## src/hdl/psr_pkg.sv

```systemverilog
// Purpose: Shared constants and types of the press stroke rearm permit block.
// Assumes: 40 MHz aclk, AXI4-Lite register access with 32-bit data.
// Notes: All times are kept in their printed unit and turned into counts here.
package psr_pkg;
    localparam int CLK_PERIOD_NS = 25;
    localparam int TICK_PERIOD_NS = 1000000;
    localparam int TICK_CYCLES_DEF = (TICK_PERIOD_NS + CLK_PERIOD_NS - 1) / CLK_PERIOD_NS;
    localparam int TICK_CNT_W = 16;

    localparam int REARM_MIN_SHORT_MS = 100;
    localparam int REARM_MIN_LONG_MS = 350;
    localparam int REARM_MAX_S = 30;
    localparam int REARM_CNT_W = 15;
    localparam logic [REARM_CNT_W-1:0] REARM_MIN_SHORT_TICKS = REARM_CNT_W'(REARM_MIN_SHORT_MS);
    localparam logic [REARM_CNT_W-1:0] REARM_MIN_LONG_TICKS = REARM_CNT_W'(REARM_MIN_LONG_MS);
    localparam logic [REARM_CNT_W-1:0] REARM_MAX_TICKS = REARM_CNT_W'(REARM_MAX_S * 1000);

    localparam int ADDR_W = 4;
    localparam logic [ADDR_W-1:0] CTRL_OFFSET = 4'h0;
    localparam logic [ADDR_W-1:0] STATUS_OFFSET = 4'h4;
    localparam logic [1:0] RESP_OKAY = 2'h0;
    localparam logic [1:0] RESP_SLVERR = 2'h2;

    localparam logic [2:0] MODE_NEVER = 3'h1;
    localparam logic [2:0] MODE_ALWAYS = 3'h2;
    localparam logic [2:0] MODE_RUN_PRIM_SAFE = 3'h3;
    localparam logic [2:0] MODE_TDC_PRIM_SAFE = 3'h4;
    localparam logic [2:0] MODE_PRIM_SAFE = 3'h5;

    // Control word as it sits in the low bits of the control register.
    typedef struct packed {
        logic upstroke_en;
        logic safety_en;
        logic start_en;
        logic long_pulse;
        logic [2:0] rearm_mode;
    } psr_ctrl_t;

    localparam int CTRL_W = 7;
    localparam psr_ctrl_t CTRL_RESET = '{upstroke_en: 1'b0, safety_en: 1'b0, start_en: 1'b0,
                                         long_pulse: 1'b0, rearm_mode: MODE_ALWAYS};
    localparam int STATUS_W = 9;
endpackage

```

## src/hdl/psr_rearm_pulse.sv

```systemverilog
// Purpose: Judges each high pulse on the synchronised rearm input.
// Assumes: rearm_level is already in the aclk domain; ms_tick is one cycle per millisecond.
// Notes: Width resolution is one tick, so a pulse may read up to one millisecond short.
`timescale 1ns/1ps
module psr_rearm_pulse
    import psr_pkg::*;
(
    input wire logic aclk,
    input wire logic aresetn,
    input wire logic ce,
    input wire logic ms_tick,
    input wire logic rearm_level,
    input wire logic long_min,
    output logic rearm_ok
);
    logic level_q;
    logic [REARM_CNT_W-1:0] high_ms;

    wire fall = level_q & ~rearm_level;
    wire [REARM_CNT_W-1:0] min_ticks = long_min ? REARM_MIN_LONG_TICKS : REARM_MIN_SHORT_TICKS;
    // Counting stops one past the ceiling so an overlong press can never wrap back into range.
    wire saturated = (high_ms > REARM_MAX_TICKS);
    wire in_window = (high_ms >= min_ticks) & ~saturated;

    always_ff @(posedge aclk) begin
        if (!aresetn) begin
            level_q <= 1'b0;
            high_ms <= '0;
            rearm_ok <= 1'b0;
        end else if (ce) begin
            level_q <= rearm_level;
            rearm_ok <= fall & in_window;
            if (!rearm_level) begin
                high_ms <= '0;
            end else if (ms_tick && !saturated) begin
                high_ms <= high_ms + 1'b1;
            end
        end
    end

    ////////////////////////////////////////////////////////////////////////////
    AST_OK_NEEDS_MIN: assert property (@(posedge aclk) disable iff (!aresetn)
        $rose(rearm_ok) |-> $past(high_ms) >= $past(min_ticks) && $past(level_q) && !$past(rearm_level))
        else $error("rearm accepted without a full low-high-low of minimum width");
    AST_LONG_IGNORED: assert property (@(posedge aclk) disable iff (!aresetn)
        ce && saturated && fall |=> !rearm_ok)
        else $error("rearm pulse over the ceiling was accepted");
    COV_VALID_PULSE: cover property (@(posedge aclk) disable iff (!aresetn) rearm_ok);
endmodule

```

## src/hdl/psr_press_permit.sv

```systemverilog
// Purpose: Single-stroke press permit with restart interlock and AXI4-Lite control.
// Assumes: Permit and pushbutton inputs are asynchronous pins; one 40 MHz clock.
// Notes: Upstroke muting is a plain bypass here; its time limit lives outside this block.
//
// Register access over AXI4-Lite and the register addresses were left to the implementer.
`timescale 1ns/1ps

////////////////////////////////////////////////////////////////////////////////
// Behaviour
// - Rearm condition takes values one to five.
// - Setting one: restart needs no rearm.
// - Settings two to five: permit returns after rearm; three to five demand it only for their own stop causes.
// - Rearm is low-high-low, high at least minimum.
// - Too short or over thirty seconds ignored.
// - Permit rises on run edge when all clear.
// - Pending is high while awaiting rearm.
// - Pending clears on rearm; never with permit.
// - Primary permit low drops the permit.
// - Top dead centre rising edge ends stroke.
// - Unmuted safety loss drops permit, demands rearm.
// - Start permit unwatched while permit is high.
module psr_press_permit
    import psr_pkg::*;
#(
    parameter int TICK_CYCLES = TICK_CYCLES_DEF
)
(
    input wire logic aclk,
    input wire logic aresetn,
    input wire logic ce,
    input wire logic [ADDR_W-1:0] s_axi_awaddr,
    input wire logic s_axi_awvalid,
    output logic s_axi_awready,
    input wire logic [31:0] s_axi_wdata,
    input wire logic [3:0] s_axi_wstrb,
    input wire logic s_axi_wvalid,
    output logic s_axi_wready,
    output logic [1:0] s_axi_bresp,
    output logic s_axi_bvalid,
    input wire logic s_axi_bready,
    input wire logic [ADDR_W-1:0] s_axi_araddr,
    input wire logic s_axi_arvalid,
    output logic s_axi_arready,
    output logic [31:0] s_axi_rdata,
    output logic [1:0] s_axi_rresp,
    output logic s_axi_rvalid,
    input wire logic s_axi_rready,
    input wire logic run_cmd,
    input wire logic primary_permit,
    input wire logic start_permit,
    input wire logic safety_permit,
    input wire logic tdc,
    input wire logic upstroke,
    input wire logic rearm_btn,
    output logic press_permit,
    output logic rearm_pending
);
    ////////////////////////////////////////////////////////////////////////////
    // Pin synchronisers: stage one feeds only stage two.
    logic [6:0] pin_meta;
    logic [6:0] pin_sync;
    logic run_q;
    logic tdc_q;

    wire [6:0] pins = {rearm_btn, upstroke, tdc, safety_permit, start_permit, primary_permit, run_cmd};
    wire run_s = pin_sync[0];
    wire prim_s = pin_sync[1];
    wire start_s = pin_sync[2];
    wire safety_s = pin_sync[3];
    wire tdc_s = pin_sync[4];
    wire ups_s = pin_sync[5];
    wire rearm_s = pin_sync[6];

    always_ff @(posedge aclk) begin
        if (!aresetn) begin
            pin_meta <= '0;
            pin_sync <= '0;
            run_q <= 1'b0;
            tdc_q <= 1'b0;
        end else if (ce) begin
            pin_meta <= pins;
            pin_sync <= pin_meta;
            run_q <= run_s;
            tdc_q <= tdc_s;
        end
    end

    ////////////////////////////////////////////////////////////////////////////
    // Millisecond tick.
    logic [TICK_CNT_W-1:0] tick_cnt;
    logic ms_tick;
    wire tick_wrap = (tick_cnt == TICK_CNT_W'(TICK_CYCLES - 1));

    always_ff @(posedge aclk) begin
        if (!aresetn) begin
            tick_cnt <= '0;
            ms_tick <= 1'b0;
        end else if (ce) begin
            tick_cnt <= tick_wrap ? '0 : tick_cnt + 1'b1;
            ms_tick <= tick_wrap;
        end
    end

    ////////////////////////////////////////////////////////////////////////////
    // Register file.
    psr_ctrl_t ctrl;
    logic [ADDR_W-1:0] wr_addr;
    logic [31:0] wr_data;
    logic wr_lane0;

    wire aw_hs = s_axi_awvalid & s_axi_awready;
    wire w_hs = s_axi_wvalid & s_axi_wready;
    wire [ADDR_W-1:0] cur_waddr = aw_hs ? s_axi_awaddr : wr_addr;
    wire [31:0] cur_wdata = w_hs ? s_axi_wdata : wr_data;
    wire cur_lane0 = w_hs ? s_axi_wstrb[0] : wr_lane0;
    wire aw_have = ~s_axi_awready | aw_hs;
    wire w_have = ~s_axi_wready | w_hs;
    wire wr_fire = aw_have & w_have & ~s_axi_bvalid;
    wire wr_mapped = (cur_waddr == CTRL_OFFSET) | (cur_waddr == STATUS_OFFSET);
    wire [2:0] new_mode = cur_wdata[2:0];
    // Out-of-range modes are refused so the interlock can never sit in an undefined setting.
    wire mode_legal = (new_mode >= MODE_NEVER) & (new_mode <= MODE_PRIM_SAFE);
    wire ctrl_wr = wr_fire & (cur_waddr == CTRL_OFFSET) & cur_lane0;
    wire [STATUS_W-1:0] status = {pin_sync, rearm_pending, press_permit};
    wire [31:0] rd_mux = (s_axi_araddr == CTRL_OFFSET) ? {25'h0, ctrl} :
                         (s_axi_araddr == STATUS_OFFSET) ? {23'h0, status} : 32'h0;
    wire rd_mapped = (s_axi_araddr == CTRL_OFFSET) | (s_axi_araddr == STATUS_OFFSET);

    always_ff @(posedge aclk) begin
        if (!aresetn) begin
            ctrl <= CTRL_RESET;
            wr_addr <= '0;
            wr_data <= '0;
            wr_lane0 <= 1'b0;
            s_axi_awready <= 1'b1;
            s_axi_wready <= 1'b1;
            s_axi_bvalid <= 1'b0;
            s_axi_bresp <= RESP_OKAY;
        end else if (ce) begin
            if (aw_hs) begin
                wr_addr <= s_axi_awaddr;
                s_axi_awready <= 1'b0;
            end
            if (w_hs) begin
                wr_data <= s_axi_wdata;
                wr_lane0 <= s_axi_wstrb[0];
                s_axi_wready <= 1'b0;
            end
            if (wr_fire) begin
                s_axi_bvalid <= 1'b1;
                s_axi_bresp <= wr_mapped ? RESP_OKAY : RESP_SLVERR;
            end
            if (s_axi_bvalid && s_axi_bready) begin
                s_axi_bvalid <= 1'b0;
                s_axi_awready <= 1'b1;
                s_axi_wready <= 1'b1;
            end
            if (ctrl_wr) begin
                ctrl <= '{upstroke_en: cur_wdata[6], safety_en: cur_wdata[5], start_en: cur_wdata[4],
                          long_pulse: cur_wdata[3], rearm_mode: mode_legal ? new_mode : ctrl.rearm_mode};
            end
        end
    end

    always_ff @(posedge aclk) begin
        if (!aresetn) begin
            s_axi_arready <= 1'b1;
            s_axi_rvalid <= 1'b0;
            s_axi_rdata <= '0;
            s_axi_rresp <= RESP_OKAY;
        end else if (ce) begin
            if (s_axi_arvalid && s_axi_arready) begin
                s_axi_arready <= 1'b0;
                s_axi_rvalid <= 1'b1;
                s_axi_rdata <= rd_mux;
                s_axi_rresp <= rd_mapped ? RESP_OKAY : RESP_SLVERR;
            end else if (s_axi_rvalid && s_axi_rready) begin
                s_axi_rvalid <= 1'b0;
                s_axi_arready <= 1'b1;
            end
        end
    end

    ////////////////////////////////////////////////////////////////////////////
    // Permit and interlock.
    logic rearm_ok;

    psr_rearm_pulse u_pulse (
        .aclk(aclk),
        .aresetn(aresetn),
        .ce(ce),
        .ms_tick(ms_tick),
        .rearm_level(rearm_s),
        .long_min(ctrl.long_pulse),
        .rearm_ok(rearm_ok)
    );

    wire run_rise = run_s & ~run_q;
    wire tdc_rise = tdc_s & ~tdc_q;
    wire muted = ctrl.upstroke_en & prim_s & ups_s & press_permit;
    wire safety_ok = ~ctrl.safety_en | safety_s | muted;
    wire start_ok = ~ctrl.start_en | start_s;
    // The start permit is absent from the drop terms, so it only gates the grant.
    wire drop = ~prim_s | tdc_rise | ~safety_ok | ~run_s;
    wire grant = ~rearm_pending & prim_s & start_ok & safety_ok & run_rise & ~tdc_rise;
    wire next_permit = press_permit ? ~drop : grant;
    wire mode_never = (ctrl.rearm_mode == MODE_NEVER);
    wire demand_cond = (ctrl.rearm_mode == MODE_ALWAYS) |
                       ((ctrl.rearm_mode == MODE_RUN_PRIM_SAFE) & (~run_s | ~prim_s | ~safety_ok)) |
                       ((ctrl.rearm_mode == MODE_TDC_PRIM_SAFE) & (tdc_s | ~prim_s | ~safety_ok)) |
                       ((ctrl.rearm_mode == MODE_PRIM_SAFE) & (~prim_s | ~safety_ok));
    wire demand = press_permit & drop & demand_cond;
    // A demand in the same cycle as an accepted rearm wins, so a fresh stop is never lost.
    wire next_pending = mode_never ? 1'b0 : (demand | (rearm_pending & ~rearm_ok));

    always_ff @(posedge aclk) begin
        if (!aresetn) begin
            press_permit <= 1'b0;
            rearm_pending <= 1'b1;
        end else if (ce) begin
            press_permit <= next_permit & ~next_pending;
            rearm_pending <= next_pending;
        end
    end

    ////////////////////////////////////////////////////////////////////////////
    AST_NEVER_BOTH: assert property (@(posedge aclk) disable iff (!aresetn)
        !(press_permit && rearm_pending))
        else $error("permit high while rearm is pending");
    AST_PRIMARY_DROP: assert property (@(posedge aclk) disable iff (!aresetn)
        ce && !prim_s |=> !press_permit)
        else $error("permit stayed high with primary permit low");
    AST_TDC_DROP: assert property (@(posedge aclk) disable iff (!aresetn)
        ce && tdc_s && !tdc_q |=> !press_permit)
        else $error("permit survived top dead centre edge");
    AST_SAFETY_DROP: assert property (@(posedge aclk) disable iff (!aresetn)
        ce && ctrl.safety_en && !safety_s && !muted |=> !press_permit)
        else $error("permit stayed high on unmuted safety loss");
    AST_GRANT_CAUSE: assert property (@(posedge aclk) disable iff (!aresetn)
        $rose(press_permit) |-> $past(run_rise) && $past(prim_s) && $past(start_ok) && !$past(rearm_pending))
        else $error("permit rose without its enabling conditions");
    AST_MODE_NEVER: assert property (@(posedge aclk) disable iff (!aresetn)
        ce && mode_never |=> !rearm_pending)
        else $error("rearm pending in setting one");
    AST_CLEAR_CAUSE: assert property (@(posedge aclk) disable iff (!aresetn)
        $fell(rearm_pending) |-> $past(rearm_ok) || $past(mode_never))
        else $error("pending cleared without a valid rearm");
    AST_DEMAND: assert property (@(posedge aclk) disable iff (!aresetn)
        ce && press_permit && !prim_s && !mode_never |=> rearm_pending)
        else $error("stop on primary loss did not demand rearm");
    AST_MODE_LEGAL: assert property (@(posedge aclk) disable iff (!aresetn)
        ctrl.rearm_mode >= MODE_NEVER && ctrl.rearm_mode <= MODE_PRIM_SAFE)
        else $error("rearm setting outside one to five");
    AST_RESET_CLEAR: assert property (@(posedge aclk)
        !aresetn |=> !press_permit && rearm_pending && !s_axi_bvalid && !s_axi_rvalid)
        else $error("reset did not clear the permit state");
    COV_STROKE: cover property (@(posedge aclk) disable iff (!aresetn) press_permit ##[1:1000] tdc_rise);
    COV_REARM: cover property (@(posedge aclk) disable iff (!aresetn) $fell(rearm_pending));
    COV_MUTED: cover property (@(posedge aclk) disable iff (!aresetn) press_permit && muted && !safety_s);
endmodule

```

## config.mk

```make
export PLATFORM = sky130hd
export DESIGN_NAME = psr_press_permit
export DESIGN_NICKNAME = d
export VERILOG_FILES = /design/src/hdl/psr_pkg.sv /design/src/hdl/psr_rearm_pulse.sv /design/src/hdl/psr_press_permit.sv
export SDC_FILE = /design/constraint.sdc
export NUM_CORES = 1
export LEC_CHECK = 0
export ABC_CLOCK_PERIOD_IN_PS = 1700
export BUFFER_PORTS_ARGS = -buffer_cell sky130_fd_sc_hd__buf_4
export CORE_ASPECT_RATIO = 2
export CORE_MARGIN = 1.5
export CORE_UTILIZATION = 48
export CTS_CLUSTER_SIZE = 20
export DETAILED_ROUTE_END_ITERATION = 12
export GPL_ROUTABILITY_DRIVEN = 0
export PLACE_DENSITY = 0.76
export SYNTH_ARGS = -nofsm -noshare
export SYNTH_HDL_FRONTEND = slang
export SYNTH_SLANG_ARGS = --single-unit
export TNS_END_PERCENT = 5
```

## constraint.sdc

```tcl
create_clock -name aclk -period 1.7 [get_ports aclk]
set_clock_uncertainty 0.05 [all_clocks]
set_input_delay 0.17 -clock aclk [delete_from_list [all_inputs] [get_ports aclk]]
set_output_delay 0.17 -clock aclk [all_outputs]
set_load 0.02 [all_outputs]
```

# ---- Yosys cells after proc, flatten, opt, wreduce, memory -nomap -nowiden
# Cells that the tools add are included.
dict set report classes {
  n_eq_ne 9
  muxes 23
  magnitude_cmp 4
  n_bitwise 63
  reduce_logical 20
  n_addsub 2
}
# operator count
set ops {}
lappend ops {{2-to-1 mux 15 bit} 2}
lappend ops {{bitwise AND 1 bit} 27}
lappend ops {{2-to-1 mux 9 bit} 3}
lappend ops {{OR 1 bit} 19}
lappend ops {{NOT 1 bit} 17}
lappend ops {{adder 16 x 1 -> 16 bit, second input constant} 1}
lappend ops {{equality test 16 bit, second input constant} 1}
lappend ops {{2-to-1 mux 16 bit} 1}
lappend ops {{AND reduction 2 bit} 8}
lappend ops {{adder 15 x 1 -> 15 bit, second input constant} 1}
lappend ops {{>= comparator 15 bit} 1}
lappend ops {{> comparator 15 bit, second input constant} 1}
lappend ops {{2-to-1 mux 1 bit} 13}
lappend ops {{equality test 4 x 3 -> 1 bit, second input constant} 2}
lappend ops {{zero test 4 bit} 2}
lappend ops {{nonzero test 2 bit} 4}
lappend ops {{2-to-1 mux 7 bit} 1}
lappend ops {{equality test 3 x 2 -> 1 bit, second input constant} 2}
lappend ops {{equality test 3 bit, second input constant} 2}
lappend ops {{logical AND 1 bit} 4}
lappend ops {{2-to-1 mux 2 bit} 2}
lappend ops {{2-to-1 mux 4 bit} 1}
lappend ops {{equality test 3 x 1 -> 1 bit, second input constant} 1}
lappend ops {{>= comparator 3 x 1 -> 1 bit, second input constant} 1}
lappend ops {{other kinds (4)} 4}
dict set report word_totals {
  elab_cells 148
  out_inout_bits 43
  inputBits 59
  register_bits 112
}

# ---- Depth between registers and ports, before layout
# Gate-level depths: netlist of run 1.
dict set report logic_depth {
  depth_word 15
  ltp_mapped 8
  mapped_depth_nobuf 7
}

# ---- Modules after synthesis
# Synthesis of run 1 repeated with hierarchy kept, for this count alone.
dict set report hier_totals {
  hier_cells 495
  hier_area_um2 4501.8
}
# module cells_per_inst n_inst seq_area_each_um2 area_each_um2
set modules_own_cells {}
lappend modules_own_cells {psr_press_permit 359 1 1401.3 3383.2}
lappend modules_own_cells {psr_rearm_pulse 136 1 340.3 1118.6}

# ---- Worst setup path before layout of run 1
# OpenSTA, ideal clock, no wires.
dict set report synth_path {
  path_kind {flip-flop to flip-flop}
  from {register s_axi_wready}
  to {register ctrl[1] in the netlist's numbering}
  stages_incl_launch_ff 6
  n_path_buf 0
  required_ps 1528
  period_less_slack_ps 1861
  path_slack_ps -161
  setup_time_ps 122
  arrival_ps 1689
  path_cell_list {dfxtp_1 -> nand2_1 -> mux2i_1 -> mux2i_1 -> a21boi_0 -> a311o_1}
}
dict set report synth_via {
  elab_chain_len 7
  word_cells_on_any_way 13
  cone_classes {order compare: 2; mux: 2; bitwise: 8; reduce/logical: 1}
}
# element line_no
set synth_rtl {}
lappend synth_rtl {{start: declaration} psr_press_permit.sv:37} ;# output logic s_axi_wready,
lappend synth_rtl {{start signal: assignment} psr_press_permit.sv:136} ;# s_axi_wready <= 1'b1;
lappend synth_rtl {{start signal: assignment} psr_press_permit.sv:147} ;# s_axi_wready <= 1'b0;
lappend synth_rtl {{start signal: assignment} psr_press_permit.sv:156} ;# s_axi_wready <= 1'b1;
lappend synth_rtl {{bitwise AND 1 bit or NOT 1 bit (tied branches)} {psr_press_permit.sv:112, psr_press_permit.sv:117}}
lappend synth_rtl {{OR 1 bit} psr_press_permit.sv:117} ;# wire w_have = ~s_axi_wready | w_hs;
lappend synth_rtl {{bitwise AND 1 bit (2 in a row)} psr_press_permit.sv:118} ;# wire wr_fire = aw_have & w_have & ~s_axi_bvalid;
lappend synth_rtl {{bitwise AND 1 bit (2 in a row)} psr_press_permit.sv:123} ;# wire ctrl_wr = wr_fire & (cur_waddr == CTRL_OFFSET) & cur_lane0;
lappend synth_rtl {{AND reduction 3 bit (no line)} -}
lappend synth_rtl {{end signal: assignment} psr_press_permit.sv:159} ;# ctrl <= '{upstroke_en: cur_wdata[6], safety_en: cur_wdata[5], start_en: cur_wdata[4],
lappend synth_rtl {{end: declaration} psr_press_permit.sv:106} ;# psr_ctrl_t ctrl;
# Parallel ways exist; a longest one is shown, timed or not.
# A chain may end at the register's enable or synchronous reset.

# ---- Worst setup path after layout of run 1
dict set report layout_path {
  from {register u_pulse.high_ms[1]}
  to {register u_pulse.high_ms[5]}
}
dict set report layout_via {
  elab_chain_len 5
  word_cells_on_any_way 8
  cone_classes {add/sub: 1; order compare: 1; eq/ne: 1; mux: 2; reduce/logical: 3}
}
# element line_no
set layout_rtl {}
lappend layout_rtl {{start: declaration} psr_rearm_pulse.sv:17} ;# logic [REARM_CNT_W-1:0] high_ms;
lappend layout_rtl {{start signal: assignment} psr_rearm_pulse.sv:36} ;# high_ms <= high_ms + 1'b1;
lappend layout_rtl {{> comparator 15 bit} psr_rearm_pulse.sv:22} ;# wire saturated = (high_ms > REARM_MAX_TICKS);
lappend layout_rtl {{zero test 1 bit} psr_rearm_pulse.sv:35} ;# end else if (ms_tick && !saturated) begin
lappend layout_rtl {{logical AND 1 bit} psr_rearm_pulse.sv:35}
lappend layout_rtl {{inequality test 2 x 1 -> 1 bit (no line)} -}
lappend layout_rtl {{AND reduction 2 bit (no line)} -}
# Parallel ways exist; a longest one is shown, timed or not. The select of a mux whose other input is x is not followed.

==> impl_metrics.py, run 1 <==
metrics = {
    "cts": {
        "clockBufferDepth": 2,
        "ctsRootBufferMaster": "clkbuf_16",
        "htreeDepth": 3,
        "cts_sinks": 87,
        "clk_latency_ns": 0.34,
        "numCtsBuffers": 9,
        "tritoncts": "done",
        "ctsHoldBuffers": 0,
        "clkSlewWorstSetupHoldPaths_ns": 0.06,
    },
    "floorplan": {
        "start_util_pct": 49.3,
        "die_w_um": 69.4,
        "ios": 102,
        "dieArea_um2": 9430,
        "chipHeight_um": 136,
        "placeableCoreArea_um2": 8590,
        "core.rowCount": 48,
    },
    "final_layout": {
        "final_common_cell": "buf_4",
        "layout_common_cells": "buf_4 (108), dfxtp_1 (79), nor2_1 (70), nand2_1 (39), mux2i_1 (27)",
        "n_antenna_cell": 0,
        "layout-drive-gt1-share_pct": 29.2,
        "final_area_um2": 5480,
        "syn_to_final_growth_pct": 29.5,
        "fill_cells": 692,
        "nets": 656,
    },
    "timing": {
        "slew_violations": 0,
        "timing.fmax_ghz": 0.519,
        "setup_slack_ns": -0.225,
        "setup_viol": 18,
        "period_needed_ns": 1.92,
        "grt_setup_unrepaired": "yes",
        "finalHoldViolCount": 0,
        "holdWs_ns": 0.0185,
        "fin_tns_setup_ns": -2.07,
        "period_share_pct": 113,
    },
    "global_routing": {
        "grt_first_pass_wirelength_um": 17400,
        "grt_antenna_before_repair": 0,
        "grt_max_degree": 53,
        "track_usage_pct": 23.1,
        "grt_overflow_total": 0,
        "grt_pass1_vias": 3888,
    },
    "placed_design": {
        "io_buffers": 48,
        "dp_hpwl_um": 8000,
        "placed_area_um2": 5020,
        "place_ws_ns": -0.352,
    },
    "yosys": {
        "synthFlopType": "dfxtp_1",
        "async_reset_ff_share_pct": 0,
        "yosysSeqAreaShare_pct": 41.1,
        "yosysWarnings": 0,
        "synth.cell_area_um2": 4230,
        "synth.avg_cell_area_um2": 8.64,
        "syn_inst": 490,
        "ys_types": 55,
        "yosys-top-cells-area": "dfxtp_1 (41%), mux2i_1 (6.9%), nor2_1 (6.3%)",
        "yosysTopAreaCell": "dfxtp_1",
        "synth_top_area_share_pct": 41.1,
        "synth_edf_count": 0,
        "synth-seq-cells": 87,
    },
    "detailed_routing": {
        "vias": 3917,
        "vias_per_cell": 5.64,
        "dr.pass1.iters": 4,
        "drt_iter0_markers": 207,
        "ant_nets": 0,
        "drc_errors": 0,
        "routedWlPerCell_um": 15.8,
        "routed_wl_um": 11000,
    },
    "min_path": {
        "worst_hold_path_type": "input port to flip-flop",
    },
    "setup_path": {
        "critical_path_required_ns": 1.92,
        "cp-start-kind": "flip-flop",
        "end_kind": "flip-flop",
        "cp.arrival_ns": 2.15,
        "path_class": "flip-flop to flip-flop",
        "critical_path.max_fanout": 24,
    },
    "outcome": {
        "violations": "negative setup slack",
        "status": "finished with violations",
    },
    "run": {
        "cap_violations": 0,
    },
    "power": {
        "leakagePower_nw": 2.31,
        "power_density_nw_per_um2": 845,
        "peakVddDrop_mv": 0.922,
    },
}
-- per-stage QoR --
stage          util, %  cells  power [mW]
2_1_floorplan        -    514        2.50
3_3_place_gp      58.5    677        2.63
3_5_place_dp      58.5    677        2.65
4_1_cts           63.3    694        4.66
5_1_grt           63.8    695        4.78
6_report          63.8    695        4.63
-- cell usage after synthesis (8+ instances only) --
cell type / count
inv_1: 13
nor2_1: 71
a21oi_1: 19
nor3_1: 11
buf_4: 27
dfxtp_1: 87
mux2i_1: 29
clkbuf_1: 13
nand3_1: 24
or3_1: 11
o21ai_0: 8
nand2_1: 40
xor2_1: 8
-- cells by family after synthesis --
family | count (synthesis) | synth area share, %
flip-flops | 87 | 41.1
XOR/XNOR | 14 | 2.90
buffers and inverters | 62 | 8.48
adder cells (fa/ha/maj) | 7 | 2.07
other | 1 | 0.0886
multiplexers | 36 | 8.72
AND/OR/NAND/NOR | 199 | 22.6
AO/OA/AOI/OAI | 84 | 14.0
-- power by group --
| part | switching, mW | leakage (nW) | internal, mW |
|---|---|---|---|
| sequential | 0.0403 | 0.708 | 2.09 |
| combinational | 0.278 | 1.45 | 0.209 |
| clock | 0.795 | 0.149 | 1.22 |
| total | 1.11 | 2.31 | 3.52 |
-- final timing paths --
kind,slack [ns],depth (start not counted),from,to
setup / recovery,-0.22,6,u_pulse.high_ms[1],u_pulse.high_ms[5]
hold / removal,0.02,3,primary_permit,pin_meta[1]
setup reg to reg,-0.22,6,u_pulse.high_ms[1],u_pulse.high_ms[5]
hold reg to reg,0.43,2,u_pulse.level_q,u_pulse.level_q
-- cell type report --
cell class                 instances  area (µm²)  area share (%)
clock buffer                      12         256            4.68
sequential                        87        1750            32.0
timing repair buffer             112         873            15.9
inverter                          15        56.3            1.03
tap                              100         125            2.28
multi-input combinational        365        2370            43.2
clock inverter                     4        51.3           0.936
-- per-layer routing --
layer  GRT usage [%]  wire length (µm)  vias up
li1                -                 -     1889
met3            4.45               375       42
met1            21.6              3690     1860
met5               0                 0        -
met2            43.6              6260      126
met4            16.4               638        0
-- repair_timing --
action / CTS / global route
resized for setup: 20 / 12
setup buffers: 1 / 1
setup endpoints to repair: 38 / 36
pin swaps: 11 / 8
-- sequential cells by signal, summed over array words and instances, names as in the netlist, 4 cells and up --
register and cells:
ctrl 7, pin_sync 7, wr_data 7, pin_meta 7
wr_addr 4, s_axi_rdata 9, tick_cnt 16, u_pulse.high_ms 15
-- worst max-delay path, stage by stage (launching register included) --
cell and delay [ns]:
dfxtp_2 0.35, nor4_4 0.29, a41o_1 0.29, o31ai_4 0.09
buf_12 0.17, or4_1 0.46, a21oi_1 0.14
Power figures use the tool's default switching activity.
==> inputs of run 2 (changes only) <==
--- a/config.mk
+++ b/config.mk
@@ -7,13 +7,15 @@
 export LEC_CHECK = 0
 export ABC_CLOCK_PERIOD_IN_PS = 1700
 export BUFFER_PORTS_ARGS = -buffer_cell sky130_fd_sc_hd__buf_4
+export CELL_PAD_IN_SITES_DETAIL_PLACEMENT = 1
+export CELL_PAD_IN_SITES_GLOBAL_PLACEMENT = 1
 export CORE_ASPECT_RATIO = 2
 export CORE_MARGIN = 1.5
-export CORE_UTILIZATION = 48
+export CORE_UTILIZATION = 36
 export CTS_CLUSTER_SIZE = 20
 export DETAILED_ROUTE_END_ITERATION = 12
 export GPL_ROUTABILITY_DRIVEN = 0
-export PLACE_DENSITY = 0.76
+export PLACE_DENSITY_LB_ADDON = 0.1
 export SYNTH_ARGS = -nofsm -noshare
 export SYNTH_HDL_FRONTEND = slang
 export SYNTH_SLANG_ARGS = --single-unit
==> run 2 against run 1 <==
Effect of this change: the run still ends with negative setup slack left; sequential power about the same; fmax up 1.2%; flip-flop and latch count unchanged; sequential share of layout area down 1.5 points; global-route usage down 1.9 points; final area up 5.5%; utilization down 13 points; clock-buffer cell count down 3; first-iteration DRC count down 60%; final cell count up 7.9%; worst setup slack better by 0.023 ns; worst hold slack worse by 0.0065 ns; largest power group unchanged.
==> impl_metrics.py, run 2 (synthesized netlist as in run 1, its figures left out) <==
metrics = {
    "outcome": {
        "status": "finished with violations",
        "violations": "negative setup slack",
    },
    "setup_path": {
        "end_kind": "flip-flop",
        "crit_start": "u_pulse.high_ms[7]",
        "crit_path_end": "u_pulse.high_ms[3]",
        "reg2reg_from": "u_pulse.high_ms[7]",
        "cp-start-kind": "flip-flop",
        "path_class": "flip-flop to flip-flop",
        "critical_path.max_fanout": 6,
        "cp.arrival_ns": 2.12,
        "r2r_slack_ns": -0.20,
        "critical_path_required_ns": 1.92,
        "rr_worst_depth": 8,
        "crit-reg2reg-capture": "u_pulse.high_ms[3]",
    },
    "final_layout": {
        "syn_to_final_growth_pct": 36.6,
        "layout_common_cells": "buf_4 (115), dfxtp_1 (77), nor2_1 (70), nand2_1 (39), mux2i_1 (27)",
        "fill_cells": 1331,
        "largest-register": "tick_cnt",
        "top_regs": "tick_cnt (16), u_pulse.high_ms (15), s_axi_rdata (9)",
        "final_common_cell": "buf_4",
        "layout-drive-gt1-share_pct": 32.6,
        "nets": 670,
        "largest_reg_flops": 16,
        "n_antenna_cell": 0,
    },
    "cts": {
        "clk_latency_ns": 0.34,
        "clockBufferDepth": 2,
        "htreeDepth": 3,
        "clkSlewWorstSetupHoldPaths_ns": 0.07,
        "numCtsBuffers": 9,
        "tritoncts": "done",
        "cts_sinks": 87,
        "ctsRootBufferMaster": "clkbuf_16",
    },
    "floorplan": {
        "core.rowCount": 55,
        "ios": 102,
        "dieArea_um2": 12500,
        "chipHeight_um": 156,
        "die_w_um": 79.7,
        "placeableCoreArea_um2": 11400,
        "start_util_pct": 37.3,
    },
    "power": {
        "clock_power_share_pct": 44.6,
        "power_frac_seq_pct": 44.7,
        "peakVddDrop_mv": 0.775,
        "swShare_pct": 24.5,
        "power.switching_mw": 1.17,
        "share_comb_of_total_power_pct": 10.8,
        "power_density_nw_per_um2": 825,
        "leakagePower_nw": 2.40,
        "internal_power_mw": 3.60,
    },
    "global_routing": {
        "busiest_layer": "met2",
        "met3_usage_pct": 4.02,
        "grt_pass1_vias": 4254,
        "grt_antenna_before_repair": 0,
        "use_met2_pct": 42.1,
        "grt_overflow_total": 0,
        "grt_first_pass_wirelength_um": 20300,
        "use_met1_pct": 19.5,
        "track_usage_pct": 21.2,
        "grt_max_degree": 25,
    },
    "detailed_routing": {
        "drt_iter0_markers": 82,
        "drc_errors": 0,
        "dr.pass1.iters": 4,
        "ant_nets": 0,
        "vias_per_cell": 5.27,
        "routedWlPerCell_um": 16.9,
        "routed_wl_um": 12600,
        "vias": 3949,
    },
    "timing": {
        "holdWs_ns": 0.0120,
        "period_share_pct": 112,
        "tightestPinTransition_ns": 0.488,
        "grt_setup_unrepaired": "yes",
        "finalHoldViolCount": 0,
        "relSlewSlack_pct": 67.1,
        "setup_slack_ns": -0.201,
        "setup_viol": 15,
        "slew_violations": 0,
        "timing.fmax_ghz": 0.526,
        "period_needed_ns": 1.90,
    },
    "min_path": {
        "worst_hold_path_type": "input port to flip-flop",
    },
    "placed_design": {
        "dp_hpwl_um": 9220,
        "io_buffers": 48,
        "place_ws_ns": -0.510,
    },
    "run": {
        "cap_violations": 0,
    },
}
## run 2: changes by cell type in the layout (fill, tap and decap cells not counted), sizes merged
cell      delta
buf         +12
bufinv       +1
o31ai        +2
clkinvlp     +1
clkbuf       -3
## run 2: worst max-delay path, stage by stage, from the launching register on
cell and delay [ns]:
dfxtp_2 0.33, buf_6 0.11, a211o_1 0.28, a31oi_4 0.23, buf_6 0.13, o31ai_4 0.08, buf_12 0.18, or3_1 0.30
a21oi_1 0.13
## run 2: power by group through the flow
stage                     combinational (mW)  clock (mW)  sequential (mW)
final                                  0.514        2.13             2.13
after CTS                              0.506        2.19             2.13
after global routing                   0.559        2.26             2.14
after detailed placement               0.472           0             2.18
after global placement                 0.461           0             2.17
after floorplan                        0.326           0             2.18
## run 2: cell type report
class,instances,area [µm²],share of cell area [%]
Clock buffer,9,225,3.90
Clock inverter,6,95.1,1.64
Inverter,15,56.3,0.974
Multi-Input combinational cell,367,2490,43.0
Sequential cell,87,1760,30.4
Tap cell,142,178,3.07
Timing Repair Buffer,124,982,17.0
## run 2: routing by layer
layer	share of wire, %	up-vias
met4	4.5	0
met2	58	66
li1	-	1922
met3	2.7	37
met5	0	-
met1	35	1924
## run 2: worst min path at each step
stage / startpoint / to / slack, ns / cells past startpoint
CTS: run_cmd / pin_meta[0] / 0.005 / 3
global placement: primary_permit / pin_meta[1] / 0.36 / 3
detailed placement: run_cmd / pin_meta[0] / 0.37 / 3
floorplan: s_axi_awaddr[0] / wr_addr[0] / 0.26 / 2
global route: tdc / pin_meta[4] / 0.01 / 3
finish: run_cmd / pin_meta[0] / 0.01 / 3
## run 2: through the flow
| stage | util, % | TNS, ns | cell area [µm²] | total power, mW | cells |
|---|---|---|---|---|---|
| after floorplan | - | -0.144 | 4350 | 2.50 | 514 |
| after global placement | 44.9 | -5.73 | 5100 | 2.63 | 724 |
| after detailed placement | 44.9 | -7.51 | 5100 | 2.65 | 724 |
| after CTS | 49.8 | -1.64 | 5660 | 4.83 | 750 |
| after global routing | 50.9 | -3.82 | 5780 | 4.96 | 750 |
| final | 50.9 | -2.18 | 5780 | 4.77 | 750 |
## run 2: timing repair
action                     4_1_cts  5_1_grt
hold buffers                     0        0
setup endpoints to repair       37       36
gates resized for setup         28       30
pin swaps                       22       19
cloned                           2        0
setup buffers                    9        0
==> inputs of run 3 (changes only) <==
--- a/config.mk
+++ b/config.mk
@@ -9,7 +9,6 @@
 export BUFFER_PORTS_ARGS = -buffer_cell sky130_fd_sc_hd__buf_4
 export CELL_PAD_IN_SITES_DETAIL_PLACEMENT = 1
 export CELL_PAD_IN_SITES_GLOBAL_PLACEMENT = 1
-export CORE_ASPECT_RATIO = 2
 export CORE_MARGIN = 1.5
 export CORE_UTILIZATION = 36
 export CTS_CLUSTER_SIZE = 20
==> run 3 against run 2 <==
Effect of this change: the run still ends with negative setup slack left; critical path type unchanged; routed wire length fell by 8.0%; worst hold slack about the same; worst setup slack worse by 0.042 ns; final area down 1.8%; utilization is 1.4 points lower; sequential share of layout area up 0.56 points; flip-flop and latch count did not move; sequential power barely moved; register-to-register slack got worse by 0.04 ns.
==> impl_metrics.py, run 3 (synthesized netlist as in run 1, its figures left out) <==
metrics = {
    "outcome": {
        "status": "finished with violations",
        "violations": "negative setup slack",
    },
    "global_routing": {
        "use_met1_pct": 23.5,
        "grt_overflow_total": 0,
        "grt_max_degree": 35,
        "busiest_layer": "met2",
        "use_met2_pct": 33.1,
        "grt_first_pass_wirelength_um": 19100,
        "grt_antenna_before_repair": 0,
        "met3_usage_pct": 3.32,
        "grt_pass1_vias": 3949,
        "track_usage_pct": 19.0,
    },
    "setup_path": {
        "critical_path.max_fanout": 8,
        "cp.arrival_ns": 2.18,
        "cp_slowest_stage_delay_ns": 0.47,
        "crit_chain": "nor4_2 > buf_4 > a41o_1 > o31ai_4 > buf_12 > or4_4 > nand2_2",
        "path_class": "flip-flop to flip-flop",
        "critical_path_required_ns": 1.94,
        "worst-path-buf-inv": 2,
        "path_delay_family": "simple AND/OR/NAND/NOR gates",
        "end_kind": "flip-flop",
        "cp-start-kind": "flip-flop",
        "crit_slowest_cell": "or4_4",
    },
    "timing": {
        "grt_setup_unrepaired": "yes",
        "setup_slack_ns": -0.243,
        "period_needed_ns": 1.94,
        "finalHoldViolCount": 0,
        "timing.fmax_ghz": 0.515,
        "setup_viol": 16,
        "tightestPinTransition_ns": 0.504,
        "period_share_pct": 114,
        "slew_violations": 0,
        "relSlewSlack_pct": 66.1,
    },
    "cts": {
        "tritoncts": "done",
        "ctsRootBufferMaster": "clkbuf_16",
        "cts_sinks": 87,
        "numCtsBuffers": 9,
        "clk_latency_ns": 0.35,
        "clockBufferDepth": 2,
        "clkSlewWorstSetupHoldPaths_ns": 0.07,
        "htreeDepth": 3,
    },
    "final_layout": {
        "top_regs": "tick_cnt (16), u_pulse.high_ms (15), s_axi_rdata (9)",
        "multi_input_area_um2": 2380,
        "nets": 671,
        "largest-register": "tick_cnt",
        "final_common_cell": "buf_4",
        "fin_util_pct": 49.5,
        "fill_cells": 1347,
        "layout-drive-gt1-share_pct": 31.5,
        "n_antenna_cell": 0,
        "syn_to_final_growth_pct": 34.1,
        "largest_reg_flops": 16,
        "layout_common_cells": "buf_4 (117), dfxtp_1 (77), nor2_1 (70), nand2_1 (38), mux2i_1 (27)",
        "layout.area.seq_um2": 1760,
    },
    "power": {
        "power_density_nw_per_um2": 809,
        "leakagePower_nw": 2.38,
        "peakVddDrop_mv": 0.751,
        "p_total_mw": 4.59,
    },
    "detailed_routing": {
        "vias": 3883,
        "drc_errors": 0,
        "routedWlPerCell_um": 15.4,
        "dr.pass1.iters": 4,
        "ant_nets": 0,
        "vias_per_cell": 5.16,
        "drt_iter0_markers": 116,
        "routed_wl_um": 11600,
    },
    "floorplan": {
        "placeableCoreArea_um2": 11500,
        "dieArea_um2": 12400,
        "start_util_pct": 36.9,
        "chipHeight_um": 111,
        "core.rowCount": 39,
        "ios": 102,
        "die_w_um": 111,
    },
    "placed_design": {
        "place_ws_ns": -0.285,
        "io_buffers": 48,
        "dp_hpwl_um": 8460,
    },
    "run": {
        "cap_violations": 0,
    },
    "min_path": {
        "worst_hold_path_type": "input port to flip-flop",
    },
}
[run 3: cell types whose count changed in the layout (fill, tap and decap cells not counted), moves of 3 or more]
| cell | change |
|---|---|
| dlygate4sd3_1 | +3 |
| inv_6 | +4 |
| buf_6 | -3 |
| o21ai_1 | -3 |
[run 3: report_power, final]
group | switching, mW | total [mW] | leakage [nW] | internal [mW]
Clock | 0.920 | 1.94 | 0.135 | 1.02
Sequential | 0.0402 | 2.13 | 0.710 | 2.09
Combinational | 0.288 | 0.525 | 1.53 | 0.236
Total | 1.25 | 4.59 | 2.38 | 3.35
[run 3: area by class of cell]
class                      instances  area share, %
clock buffer                       9           3.97
timing repair buffer             127           17.9
multi-input combinational        365           41.9
sequential                        87           31.0
inverter                          15          0.992
clock inverter                     7           1.08
tap                              143           3.15
[run 3: worst min-delay path, cell delays in order]
cell and delay [ns]:
buf_4 0.07, mux2i_1 0.05, nor2_1 0.08
[run 3: what timing repair did]
item                                    in CTS  in global routing
gates cloned                                 0                  1
endpoints found under the setup margin      36                 36
gates resized for setup                     10                 32
setup buffers                                2                  3
hold buffers                                 3                  0
pin swaps                                   20                 18
endpoints found under the hold margin        3                  0
[run 3: worst paths after layout]
| path | from | endpoint | slack [ns] | depth (start not counted) |
|---|---|---|---|---|
| setup / recovery | u_pulse.high_ms[0] | u_pulse.high_ms[10] | -0.24 | 7 |
| hold / removal | upstroke | pin_meta[5] | 0.01 | 3 |
| setup reg to reg | u_pulse.high_ms[0] | u_pulse.high_ms[10] | -0.24 | 7 |
| hold reg to reg | s_axi_rvalid | s_axi_rvalid | 0.42 | 2 |
[run 3: per-stage QoR]
stage,cell area (µm²),hold WS (ns),cells,setup TNS (ns)
final,5680,0.0116,753,-2.26
after global routing,5680,0.0321,753,-3.72
after floorplan,4350,0.264,514,-0.144
after CTS,5510,0.00694,749,-2.12
after global placement,5130,0.355,728,-3.66
after detailed placement,5130,0.364,728,-5.02
[run 3: layer usage]
metal	vias up	part of all wire (%)
met5	-	0
met2	56	51
met1	1888	44
met3	16	2.4
li1	1923	-
met4	0	1.9
